### src/rtl/xcvr_cfg.svh
// timing constants and idle levels for the transceiver mode controller
`ifndef XCVR_CFG_SVH
`define XCVR_CFG_SVH

// reference clock period in ns
`define CLK_NS       50
// mode-change transition time in ns (least wait)
`define MOCH_NS      10000
// start-up time after supply recovery in ns (least wait)
`define STARTUP_NS   250000
// transmit pin level held while the device is off or booting
`define TXD_IDLE     1'h1
// receive value reported while the receiver is not trusted
`define RX_IDLE      1'h1

`endif

### src/rtl/xcvr_pkg.sv
// types shared by the transceiver mode controller
package xcvr_pkg;

  // operating mode requested or applied
  typedef enum logic [1:0]
  {
    MODE_OFF    = 2'h0,
    MODE_NORMAL = 2'h1,
    MODE_SILENT = 2'h2
  } mode_e;

  // controller sequence state, gray coded along off-boot-switch-active
  typedef enum logic [1:0]
  {
    ST_OFF    = 2'h0,
    ST_BOOT   = 2'h1,
    ST_SWITCH = 2'h3,
    ST_ACTIVE = 2'h2
  } state_e;

  // levels driven onto the transceiver control pins
  typedef struct packed
  {
    logic txd;   // transmit data pin, low = dominant
    logic sel;   // quiet-select pin (active high) or active-low quiet pin
    logic off;   // power-down pin, used only in the power-down variant
  } pin_out_s;

endpackage

### src/rtl/xcvr_mode_ctrl.sv
// host-side controller that drives transceiver mode pins and transmit data
`timescale 1ns/100ps
`default_nettype none
`include "xcvr_cfg.svh"

// What this block does
// RL1 - single-pin variant: quiet pin low gives Normal
// RL2 - single-pin variant: quiet pin high gives Silent
// RL3 - power-down variant: both pins low gives Silent
// RL4 - power-down variant: quiet high, power-down low: Normal
// RL5 - power-down pin high forces Off
// RL6 - Off mode: bus and receive output float
// RL7 - supply undervoltage forces Off from any mode
// RL8 - Off is the state at power-up
// RL9 - after supply recovery wait start-up, then mode
// RL10 - mode changes complete within transition time
// RL11 - transmit high seen before first dominant
// RL12 - Normal: transmit low dominant, high recessive
// RL13 - receive low dominant, high recessive when active
// RL14 - Silent: transmitter disabled, receiver still active
// RL15 - supply flags override the mode pins
module xcvr_mode_ctrl
  import xcvr_pkg::*;
#(
  parameter bit PD_VARIANT  = 1'b0,   // 1: power-down pin variant
  parameter int STARTUP_CYC = (`STARTUP_NS + `CLK_NS - 1) / `CLK_NS
)
(
  // clock and reset
  input  wire logic             REF_CLK,
  input  wire logic             RSTN,
  // user side
  input  wire xcvr_pkg::mode_e  MODE_REQ,
  input  wire logic             TX_DATA,
  output var  logic             RX_DATA,
  output var  xcvr_pkg::mode_e  MODE_NOW,
  output var  logic             READY,
  // transceiver side
  input  wire logic             SUPPLY_OK,
  input  wire logic             RXD_PIN,
  output var  xcvr_pkg::pin_out_s XCVR_PINS
);
  import xcvr_pkg::*;

  localparam int MOCH_CYC = (`MOCH_NS + `CLK_NS - 1) / `CLK_NS;
  localparam logic [15:0] MOCH_LOAD  = 16'(MOCH_CYC - 1);
  localparam logic [15:0] START_LOAD = 16'(STARTUP_CYC - 1);

  // synchronisers for asynchronous pins
  logic     sup_ff1_q;    // supply flag, first stage
  logic     sup_ff2_q;    // supply flag, usable
  logic     rxd_ff1_q;    // receive pin, first stage
  logic     rxd_ff2_q;    // receive pin, usable
  // sequence state
  state_e   state_q, state_d;
  mode_e    cur_q, cur_d;          // mode applied to the pins
  logic [15:0] tmr_q, tmr_d;       // wait counter
  logic     seen_q, seen_d;        // transmit high seen in Normal
  pin_out_s pins_q, pins_d;        // registered pin levels
  logic     rx_q, rx_d;            // registered receive data
  logic     rdy_q, rdy_d;          // mode settled

  // two-stage synchronisers
  always_ff @(posedge REF_CLK or negedge RSTN)
  begin
    if (!RSTN)
    begin
      sup_ff1_q <= 1'h0;
      sup_ff2_q <= 1'h0;
      rxd_ff1_q <= 1'h1;
      rxd_ff2_q <= 1'h1;
    end
    else
    begin
      sup_ff1_q <= SUPPLY_OK;
      sup_ff2_q <= sup_ff1_q;
      rxd_ff1_q <= RXD_PIN;
      rxd_ff2_q <= rxd_ff1_q;
    end
  end

  // pin levels that select a given mode
  function automatic pin_out_s mode_pins(input mode_e m);
    pin_out_s p;
    p.txd = `TXD_IDLE;
    p.off = 1'h0;
    case (m)
      MODE_NORMAL: p.sel = PD_VARIANT ? 1'h1 : 1'h0;   // see RL1 see RL4
      MODE_SILENT: p.sel = PD_VARIANT ? 1'h0 : 1'h1;   // see RL2 see RL3
      default:
      begin
        // off: power-down pin high; single-pin variant parks in silent
        p.sel = PD_VARIANT ? 1'h0 : 1'h1;
        p.off = PD_VARIANT;                            // see RL5
      end
    endcase
    return p;
  endfunction

  // next-state logic for sequence, pins and receive data
  always_comb
  begin
    state_d = state_q;
    cur_d   = cur_q;
    tmr_d   = tmr_q;
    case (state_q)
      ST_OFF:
      begin
        // power-up and undervoltage both land here
        if (sup_ff2_q)
        begin
          state_d = ST_BOOT;
          tmr_d   = START_LOAD;
        end
      end
      ST_BOOT:
      begin
        // device initialises; selected mode applies after start-up
        if (tmr_q == 16'h0)
        begin
          state_d = ST_SWITCH;                         // see RL9
          cur_d   = MODE_REQ;
          tmr_d   = MOCH_LOAD;
        end
        else
          tmr_d = tmr_q - 16'h1;
      end
      ST_SWITCH:
      begin
        // pins changed; allow transition time before trusting mode
        if (tmr_q == 16'h0)
          state_d = ST_ACTIVE;                         // see RL10
        else
          tmr_d = tmr_q - 16'h1;
      end
      ST_ACTIVE:
      begin
        // a new request restarts the transition wait
        if (MODE_REQ != cur_q)
        begin
          state_d = ST_SWITCH;
          cur_d   = MODE_REQ;
          tmr_d   = MOCH_LOAD;
        end
      end
      default:
      begin
        state_d = ST_OFF;
        tmr_d   = 16'h0;
      end
    endcase
    // supply loss overrides everything else
    if (!sup_ff2_q)
    begin
      state_d = ST_OFF;                                // see RL7 see RL15
      cur_d   = MODE_OFF;
      tmr_d   = 16'h0;
    end
    // transmit-high gate, cleared whenever Normal is not active
    seen_d = (state_q == ST_ACTIVE) && (cur_q == MODE_NORMAL) &&
             (seen_q || pins_q.txd);                   // see RL11
    // pin levels follow the applied mode
    pins_d = mode_pins(cur_d);
    if ((state_d == ST_OFF) || (state_d == ST_BOOT))
      pins_d = mode_pins(MODE_OFF);
    if ((state_q == ST_ACTIVE) && (cur_q == MODE_NORMAL) && seen_q &&
        (state_d == ST_ACTIVE))
      pins_d.txd = TX_DATA;                            // see RL12
    // receiver floats in off, so report recessive unless active in normal or silent
    if ((state_q == ST_ACTIVE) && (cur_q != MODE_OFF))
      rx_d = rxd_ff2_q;                                // see RL13 see RL14
    else
      rx_d = `RX_IDLE;                                 // see RL6
    rdy_d = (state_d == ST_ACTIVE);
  end

  // state registers; off at reset
  always_ff @(posedge REF_CLK or negedge RSTN)
  begin
    if (!RSTN)
    begin
      state_q <= ST_OFF;                               // see RL8
      cur_q   <= MODE_OFF;
      tmr_q   <= 16'h0;
      seen_q  <= 1'h0;
      pins_q  <= '{txd: 1'h1, sel: 1'h1, off: 1'h0};
      rx_q    <= 1'h1;
      rdy_q   <= 1'h0;
    end
    else
    begin
      state_q <= state_d;
      cur_q   <= cur_d;
      tmr_q   <= tmr_d;
      seen_q  <= seen_d;
      pins_q  <= pins_d;
      rx_q    <= rx_d;
      rdy_q   <= rdy_d;
    end
  end

  // outputs straight from flip-flops
  assign XCVR_PINS = pins_q;
  assign RX_DATA   = rx_q;
  assign MODE_NOW  = cur_q;
  assign READY     = rdy_q;
endmodule
`default_nettype wire

### config.mk
export PLATFORM = sky130hd
export DESIGN_NAME = xcvr_mode_ctrl
export DESIGN_NICKNAME = d
export VERILOG_FILES = /design/src/rtl/xcvr_pkg.sv /design/src/rtl/xcvr_mode_ctrl.sv
export VERILOG_INCLUDE_DIRS = /design/src /design/src/rtl
export SDC_FILE = /design/constraint.sdc
export NUM_CORES = 1
export LEC_CHECK = 0
export ABC_AREA = 1
export BUFFER_PORTS_ARGS = -buffer_cell sky130_fd_sc_hd__buf_2
export CAP_MARGIN = 20
export CORE_AREA = 2 2 62 64
export DETAILED_ROUTE_END_ITERATION = 12
export DIE_AREA = 0 0 64 66
export PLACE_DENSITY_LB_ADDON = 0.05
export SETUP_SLACK_MARGIN = 0.15
export SLEW_MARGIN = 15
export SYNTH_ARGS = -nofsm -noshare
export SYNTH_HDL_FRONTEND = slang
export SYNTH_SLANG_ARGS = --single-unit
### constraint.sdc
create_clock -name REF_CLK -period 1.6 [get_ports REF_CLK]
set_input_delay 0.16 -clock REF_CLK [delete_from_list [all_inputs] [get_ports REF_CLK]]
set_output_delay 0.16 -clock REF_CLK [all_outputs]
set_load 0.1 [all_outputs]
# Word level (Yosys, flattened, before mapping)
# Cells that the tools add are included.
[totals]
regBits = 30
wordCells = 54
[classes]
add_sub_neg = 1
n_eq_ne = 10
n_mux = 18
reduce_logical = 12
[op_table]
columns = ["cell", "n"]
rows = [
  ["16-bit 2-to-1 mux", 4],
  ["16-bit one-hot mux with 4 select lines", 1],
  ["16-bit zero test", 1],
  ["2-bit 2-to-1 mux", 8],
  ["16-bit by 1-bit subtractor with 16-bit output (second input constant)", 1],
  ["2-bit by 1-bit == test with 1-bit output (second input constant)", 4],
  ["2-bit one-hot mux with 4 select lines", 1],
  ["2-bit == test (second input constant)", 3],
  ["3-bit != test (second input constant)", 2],
  ["1-bit logical AND", 5],
  ["2-bit zero test", 2],
  ["2-bit one-hot mux with 2 select lines", 1],
  ["1-bit 2-to-1 mux", 3],
  ["1-bit logical OR", 2],
  ["2-bit != test", 1],
  ["2-bit AND reduction", 1],
  ["2-bit nonzero test", 1],
]

# Depth between registers and ports, before layout
[depth]
ltp_word = 7
ltp_mapped = 14
mapped_depth_nobuf = 13

# Least setup slack after synthesis
# No wires, ideal clock.
[synth_path]
kind = "flip-flop to flip-flop"
startpoint = "register cur_q[1] (netlist: MODE_NOW[1])"
endpoint = "register tmr_q[3]"
arrival_time_ns = 1.758
required_ns = 1.487
path_slack_ns = -0.271
stages_incl_launch_ff = 7
n_path_buf = 0
synth_period_minus_slack_ns = 1.871
cell_sequence = "dfrtp_1 xnor2_1 nand4_1 nand2_1 o21bai_1 nand2_1 inv_1"
[synth_via]
elab_chain_len = 3
[synth_lines]
columns = ["element", "line_no", "rtl"]
rows = [
  ["start, declared", "xcvr_mode_ctrl.sv:56", "mode_e cur_q, cur_d;"],
  ["start signal, assigned", "xcvr_mode_ctrl.sv:193", "cur_q <= cur_d;"],
  ["2-bit != test", "xcvr_mode_ctrl.sv:139", "if (MODE_REQ != cur_q)"],
  ["3-bit != test (no source line)", "-", ""],
  ["2-bit AND reduction (no source line)", "-", ""],
  ["end signal, assigned", "xcvr_mode_ctrl.sv:194", "tmr_q <= tmr_d;"],
  ["end, declared", "xcvr_mode_ctrl.sv:57", "logic [15:0] tmr_q, tmr_d;"],
]
# Every way passes these cells.
# A chain may end at the register's enable or synchronous reset.

# Worst setup path after layout
[layout_path]
startpoint = "register tmr_q[13]"
endpoint = "register tmr_q[11]"
[layout_via]
elab_chain_len = 4
word_cells_on_any_way = 6
classes_between = "eq/ne (1); mux (3); reduce/logical (2)"
[layout_lines]
columns = ["element", "line_no", "rtl"]
rows = [
  ["16-bit zero test (*)", "xcvr_mode_ctrl.sv:119, xcvr_mode_ctrl.sv:131", ""],
  ["16-bit 2-to-1 mux", "xcvr_mode_ctrl.sv:119", "if (tmr_q == 16'h0)"],
  ["16-bit one-hot mux with 4 select lines", "xcvr_mode_ctrl.sv:106", "case (state_q)"],
  ["16-bit 2-to-1 mux", "xcvr_mode_ctrl.sv:153", "if (!sup_ff2_q)"],
]
# Every way passes the cells marked *; elsewhere a longest branch is shown, timed or not.

==> results.md <==
Clock tree:
- The CTS tree is yes.
- After clock tree synthesis, the clock-pin slew on the worst setup and hold paths is roughly 0.10 ns.
- CTS built an H-tree with a depth of 2.
- Clock tree synthesis selected as its root buffer the cell sky130_fd_sc_hd__clkbuf_4.
- The number of buffers inserted during clock tree synthesis is 5.
- The maximum clock path buffer count is 2.
- The clock net sink count is 29.
- The clock reaches the later pin of the worst-skew pair after around 0.34 ns.

Pwr:
- Summed over all cells, the static leakage comes to 1.30 nW.
- Of the total power, the share spent switching nets is 32.8%.
- The share of power burned in registers is ~46%.
- Across the VDD grid, the largest voltage drop is 0.496 mV.
- Combinational logic is responsible for a little over a quarter of the overall power.
- The net switching power is 0.570 mW.
- In this run the power density over the cells is 710 nW/µm².
- The total chip power is 1.74 mW.
- Internal power comes to approximately 1.2 mW.
- Of the total power, the clock network draws 27.8%.

STA:
- The transition time at the pin with the least slew margin is 0.647 ns.
- Setup violations remaining at the end of the flow were counted as 0.
- The final-report hold violation count is 0.
- The final-layout worst hold slack is ~0.038 ns.
- The final max-slew violation count was 0.
- The final critical path time including I/O delays and setup is between 1.5 and 2 ns.
- The final critical path takes up a little over nine tenths of the cycle.
- Setup repair after global routing could not meet its margin everywhere.
- Static timing analysis puts the maximum clock frequency at 643 MHz.
- Clock skew on the completed layout was measured at ~0.019 ns.
- Headroom to the max-slew limit came out at 56.9%.

Die:
- The height of the die is 66 µm.
- After floorplanning, the core was divided into 22 placement rows.
- The core box area is 3550 µm².
- Pin placement for this block handled 14 I/O pins.
- The initial core utilization is about half.
- The floorplan step defined a die boundary enclosing 4220 µm².
- The chip width is between 60 and 70 µm.

Yosys:
- The post-synthesis sequential element count is 29.
- The average footprint of a synthesized cell is 7.15 µm².
- The count of yosys warnings during synthesis is 0.
- Of the synthesized area, sequential elements account for 39.8%.
- The count of unique library cells instantiated by Yosys is 27.
- The cell count after synthesis is 257.
- By area the synthesized netlist is led by sky130_fd_sc_hd__dfrtp_1, sky130_fd_sc_hd__nand2_1, sky130_fd_sc_hd__dfstp_2.
- The leading area contributor after synthesis is sky130_fd_sc_hd__dfrtp_1.
- The cell area that synthesis handed to floorplanning was 1840 µm².
- Of the post-synthesis cell area, the dominant cell type holds 32.7%.
- Counting every net in the synthesized netlist gives 271.

Job:
- The tool flagged a number of max-cap violations equal to 0.

Setup path:
- The top fanout value on the critical path is 6.
- In this design, the largest share of critical-path delay is due to simple AND/OR/NAND/NOR gates.
- For flop-to-flop paths, the worst setup slack is 0.05 ns.
- The cell type of the slowest stage on the worst timing path is sky130_fd_sc_hd__dfrtp_1.
- Counting stages on the worst path, the most repeated cell is sky130_fd_sc_hd__nand2_1.
- The type of element launching the critical path is a flop.
- The worst setup path is of the reg -> reg kind.
- The critical path goes through nor2_2 > nand2_1 > nor2_4 > nand2_2 > nand2_4 > nand2_8 > nand3_1 > nand2_1 > nand2_1 > inv_1.
- For this run, the slowest stage of the critical path takes 0.41 ns.
- The startpoint identified for the worst register-to-register timing path is tmr_q[13].
- Counting buffers and inverters, the worst setup path is 10 cells deep.
- The launching element of the worst setup path is tmr_q[13].
- The endpoint of the most critical setup path is tmr_q[11].
- The required time of the critical path is 1.85 ns.
- The arrival time at the worst endpoint is 1.80 ns.
- The worst reg2reg path depth is 10.
- The count of buffering cells on the critical path with inverters included is 1.
- STA classifies the critical path endpoint as a flop.
- In this run the critical register-to-register path is captured at tmr_q[11].

Drt:
- The total wire length after detailed routing is 4.52 mm.
- Detailed routing inserted a total of roughly 1,800 vias.
- The count of nets left with antenna violations once routing finished came out at 0.
- The iteration-0 DRC count of the detailed router is 143.
- Dividing the detail-routed wire length by the instance count gives 12.9 µm.
- The total DRC errors in the routed layout is 0.
- After detailed routing, the number of vias per cell comes to 5.06.
- The first-pass detailed-route iteration total is 4.

Finish:
- The area added between synthesis and finish is 33.4%.
- Counting the fill cells in the layout gives approximately 300.
- The diode insertion count for antenna repair is 0.
- Leaving out filler cells and counting taps, the final layout contains 350.
- Cells with a size suffix above 1 make up 37.1% of the layout.
- The number of nets in the final layout is between 300 and 400.

Placed design:
- The number of port buffers is 12.
- The routability congestion estimate from global placement is between 0.8 and 0.9.
- The count of placed standard cells including taps is 332.
- Detailed placement finished with a half-perimeter wire length of around 3.2 mm.

Status:
- The flow ran to the end, and the final reports show no timing, DRC or antenna violations.

Global route:
- The via count of the first global-routing pass is between 1,500 and 2,000.
- Entering global routing, the biggest net connects 30 pins.
- The first global-routing pass estimated 7.73 mm of wire.
- The number of antenna violations at the first check in global routing is 0.
- The total overflow reported by the global router is 0.
- The total global-route track usage is 24.1%.

Worst hold path:
- The worst hold path begins at TX_DATA.
- The min-delay analysis places its worst path in the category in -> reg.
through the flow:
stage / util [%] / area (µm²) / TNS (ns) / setup slack (ns)
6_report: 69.1 / 2450 / 0 / 0.0457
5_1_grt: 69.1 / 2450 / -1.04 / -0.107
4_1_cts: 63.4 / 2250 / 0 / 0.0421
3_5_place_dp: 59.3 / 2110 / -0.246 / -0.0375
3_3_place_gp: 59.3 / 2110 / -0.00601 / -0.00601
2_1_floorplan: - / 1880 / 0 / 0.123
final cells by class:
class                           instances  area, µm²  area share [%]
Sequential cell                        29        743            30.3
Clock buffer                            8       58.8            2.40
Timing Repair Buffer                   39        283            11.5
Tap cell                               48       60.1            2.45
Multi-Input combinational cell        191       1170            47.9
Inverter                               35        134            5.46
worst min-delay path by stage:
stage	end	slack (ns)	depth (start not counted)
6_report	XCVR_PINS[2]	0.04	3
5_1_grt	XCVR_PINS[2]	0.04	3
4_1_cts	XCVR_PINS[2]	0.03	3
3_5_place_dp	tmr_q[7]	0.23	1
3_3_place_gp	tmr_q[2]	0.22	1
2_1_floorplan	READY	-0.14	0
power groups by stage:
stage | logic, mW | clock network [mW] | registers, mW
global placement | 0.377 | 0 | 0.803
floorplan | 0.252 | 0 | 0.804
detailed placement | 0.380 | 0 | 0.803
finish | 0.465 | 0.484 | 0.792
CTS | 0.408 | 0.495 | 0.789
global route | 0.521 | 0.526 | 0.796
worst min-delay path, delay by kind of cell:
kind | cells | cell delay [ns]
simple gates | 2 | 0.10
buf+inv | 1 | 0.08
state kept, by name (all words and copies together) (netlist names):
| register | flops |
|---|---|
| tmr_q | 16 |
| MODE_NOW | 2 |
| XCVR_PINS | 2 |
| state_q | 2 |
| READY | 1 |
| RX_DATA | 1 |
| rxd_ff1_q | 1 |
| rxd_ff2_q | 1 |
| seen_q | 1 |
| sup_ff1_q | 1 |
| sup_ff2_q | 1 |
kinds of logic (layout without fill, tap and decap cells):
group / Yosys count / count (layout) / synth area share, %
compound gates: 15 / 15 / 5.11
xor+xnor: 5 / 5 / 2.38
fa+ha+maj: 7 / 7 / 4.76
buf+inv: 38 / 82 / 8.78
flops: 29 / 29 / 39.8
other cells: 1 / 1 / 0.204
simple gates: 162 / 163 / 38.9
cell usage after synthesis:
| cell | n |
|---|---|
| sky130_fd_sc_hd__xnor2_1 | 2 |
| sky130_fd_sc_hd__buf_4 | 1 |
| sky130_fd_sc_hd__ha_1 | 7 |
| sky130_fd_sc_hd__and2_1 | 1 |
| sky130_fd_sc_hd__buf_6 | 2 |
| sky130_fd_sc_hd__o21ai_0 | 2 |
| sky130_fd_sc_hd__inv_1 | 35 |
| sky130_fd_sc_hd__dfrtp_1 | 24 |
| sky130_fd_sc_hd__o21ai_1 | 2 |
| sky130_fd_sc_hd__nor2_1 | 26 |
| sky130_fd_sc_hd__dfstp_2 | 5 |
| sky130_fd_sc_hd__nor3_1 | 2 |
| sky130_fd_sc_hd__nor2_2 | 5 |
| sky130_fd_sc_hd__o2111ai_1 | 1 |
| sky130_fd_sc_hd__nor2_4 | 3 |
| sky130_fd_sc_hd__xor2_1 | 3 |
| sky130_fd_sc_hd__nand2_1 | 86 |
| sky130_fd_sc_hd__a211o_1 | 1 |
| sky130_fd_sc_hd__and3_1 | 2 |
| sky130_fd_sc_hd__nand2_2 | 5 |
| sky130_fd_sc_hd__nor3b_1 | 1 |
| sky130_fd_sc_hd__nand3_1 | 25 |
| sky130_fd_sc_hd__nand4_1 | 6 |
| sky130_fd_sc_hd__o21bai_1 | 3 |
| sky130_fd_sc_hd__a21oi_1 | 5 |
| sky130_fd_sc_hd__conb_1 | 1 |
| sky130_fd_sc_hd__a21oi_2 | 1 |
metal layers:
layer	vias up	global-route usage, %	routed length, µm
li1	889	-	-
met1	824	30.9	2000
met2	50	39.3	2200
met3	8	5.62	242
met4	0	9.24	76
met5	-	0	0
placed cells by master (no fill, tap or decap), types with 3 or more instances in the layout:
cell type / count
sky130_fd_sc_hd__a21oi_2: 4
sky130_fd_sc_hd__buf_2: 10
sky130_fd_sc_hd__buf_4: 23
sky130_fd_sc_hd__clkbuf_4: 6
sky130_fd_sc_hd__dfrtp_1: 19
sky130_fd_sc_hd__dfrtp_2: 3
sky130_fd_sc_hd__dfstp_2: 5
sky130_fd_sc_hd__dlygate4sd3_1: 3
sky130_fd_sc_hd__ha_1: 3
sky130_fd_sc_hd__ha_4: 3
sky130_fd_sc_hd__inv_1: 25
sky130_fd_sc_hd__inv_2: 9
sky130_fd_sc_hd__nand2_1: 75
sky130_fd_sc_hd__nand2_2: 10
sky130_fd_sc_hd__nand2_4: 6
sky130_fd_sc_hd__nand3_1: 17
sky130_fd_sc_hd__nand3_2: 8
sky130_fd_sc_hd__nand4_1: 6
sky130_fd_sc_hd__nor2_1: 21
sky130_fd_sc_hd__nor2_2: 5
sky130_fd_sc_hd__nor2_4: 8
sky130_fd_sc_hd__o21ai_1: 3
sky130_fd_sc_hd__o21bai_1: 3
sky130_fd_sc_hd__xor2_1: 3
repair_timing:
action | in CTS | in global routing
hold buffers | 3 | 0
endpoints found under the hold margin | 26 | 0
cloned | 1 | 0
pin swaps | 5 | 12
setup buffers | 2 | 4
gates resized for setup | 12 | 48
setup endpoints to repair | 23 | 24
No activity file was read; power rests on OpenSTA's default activity.
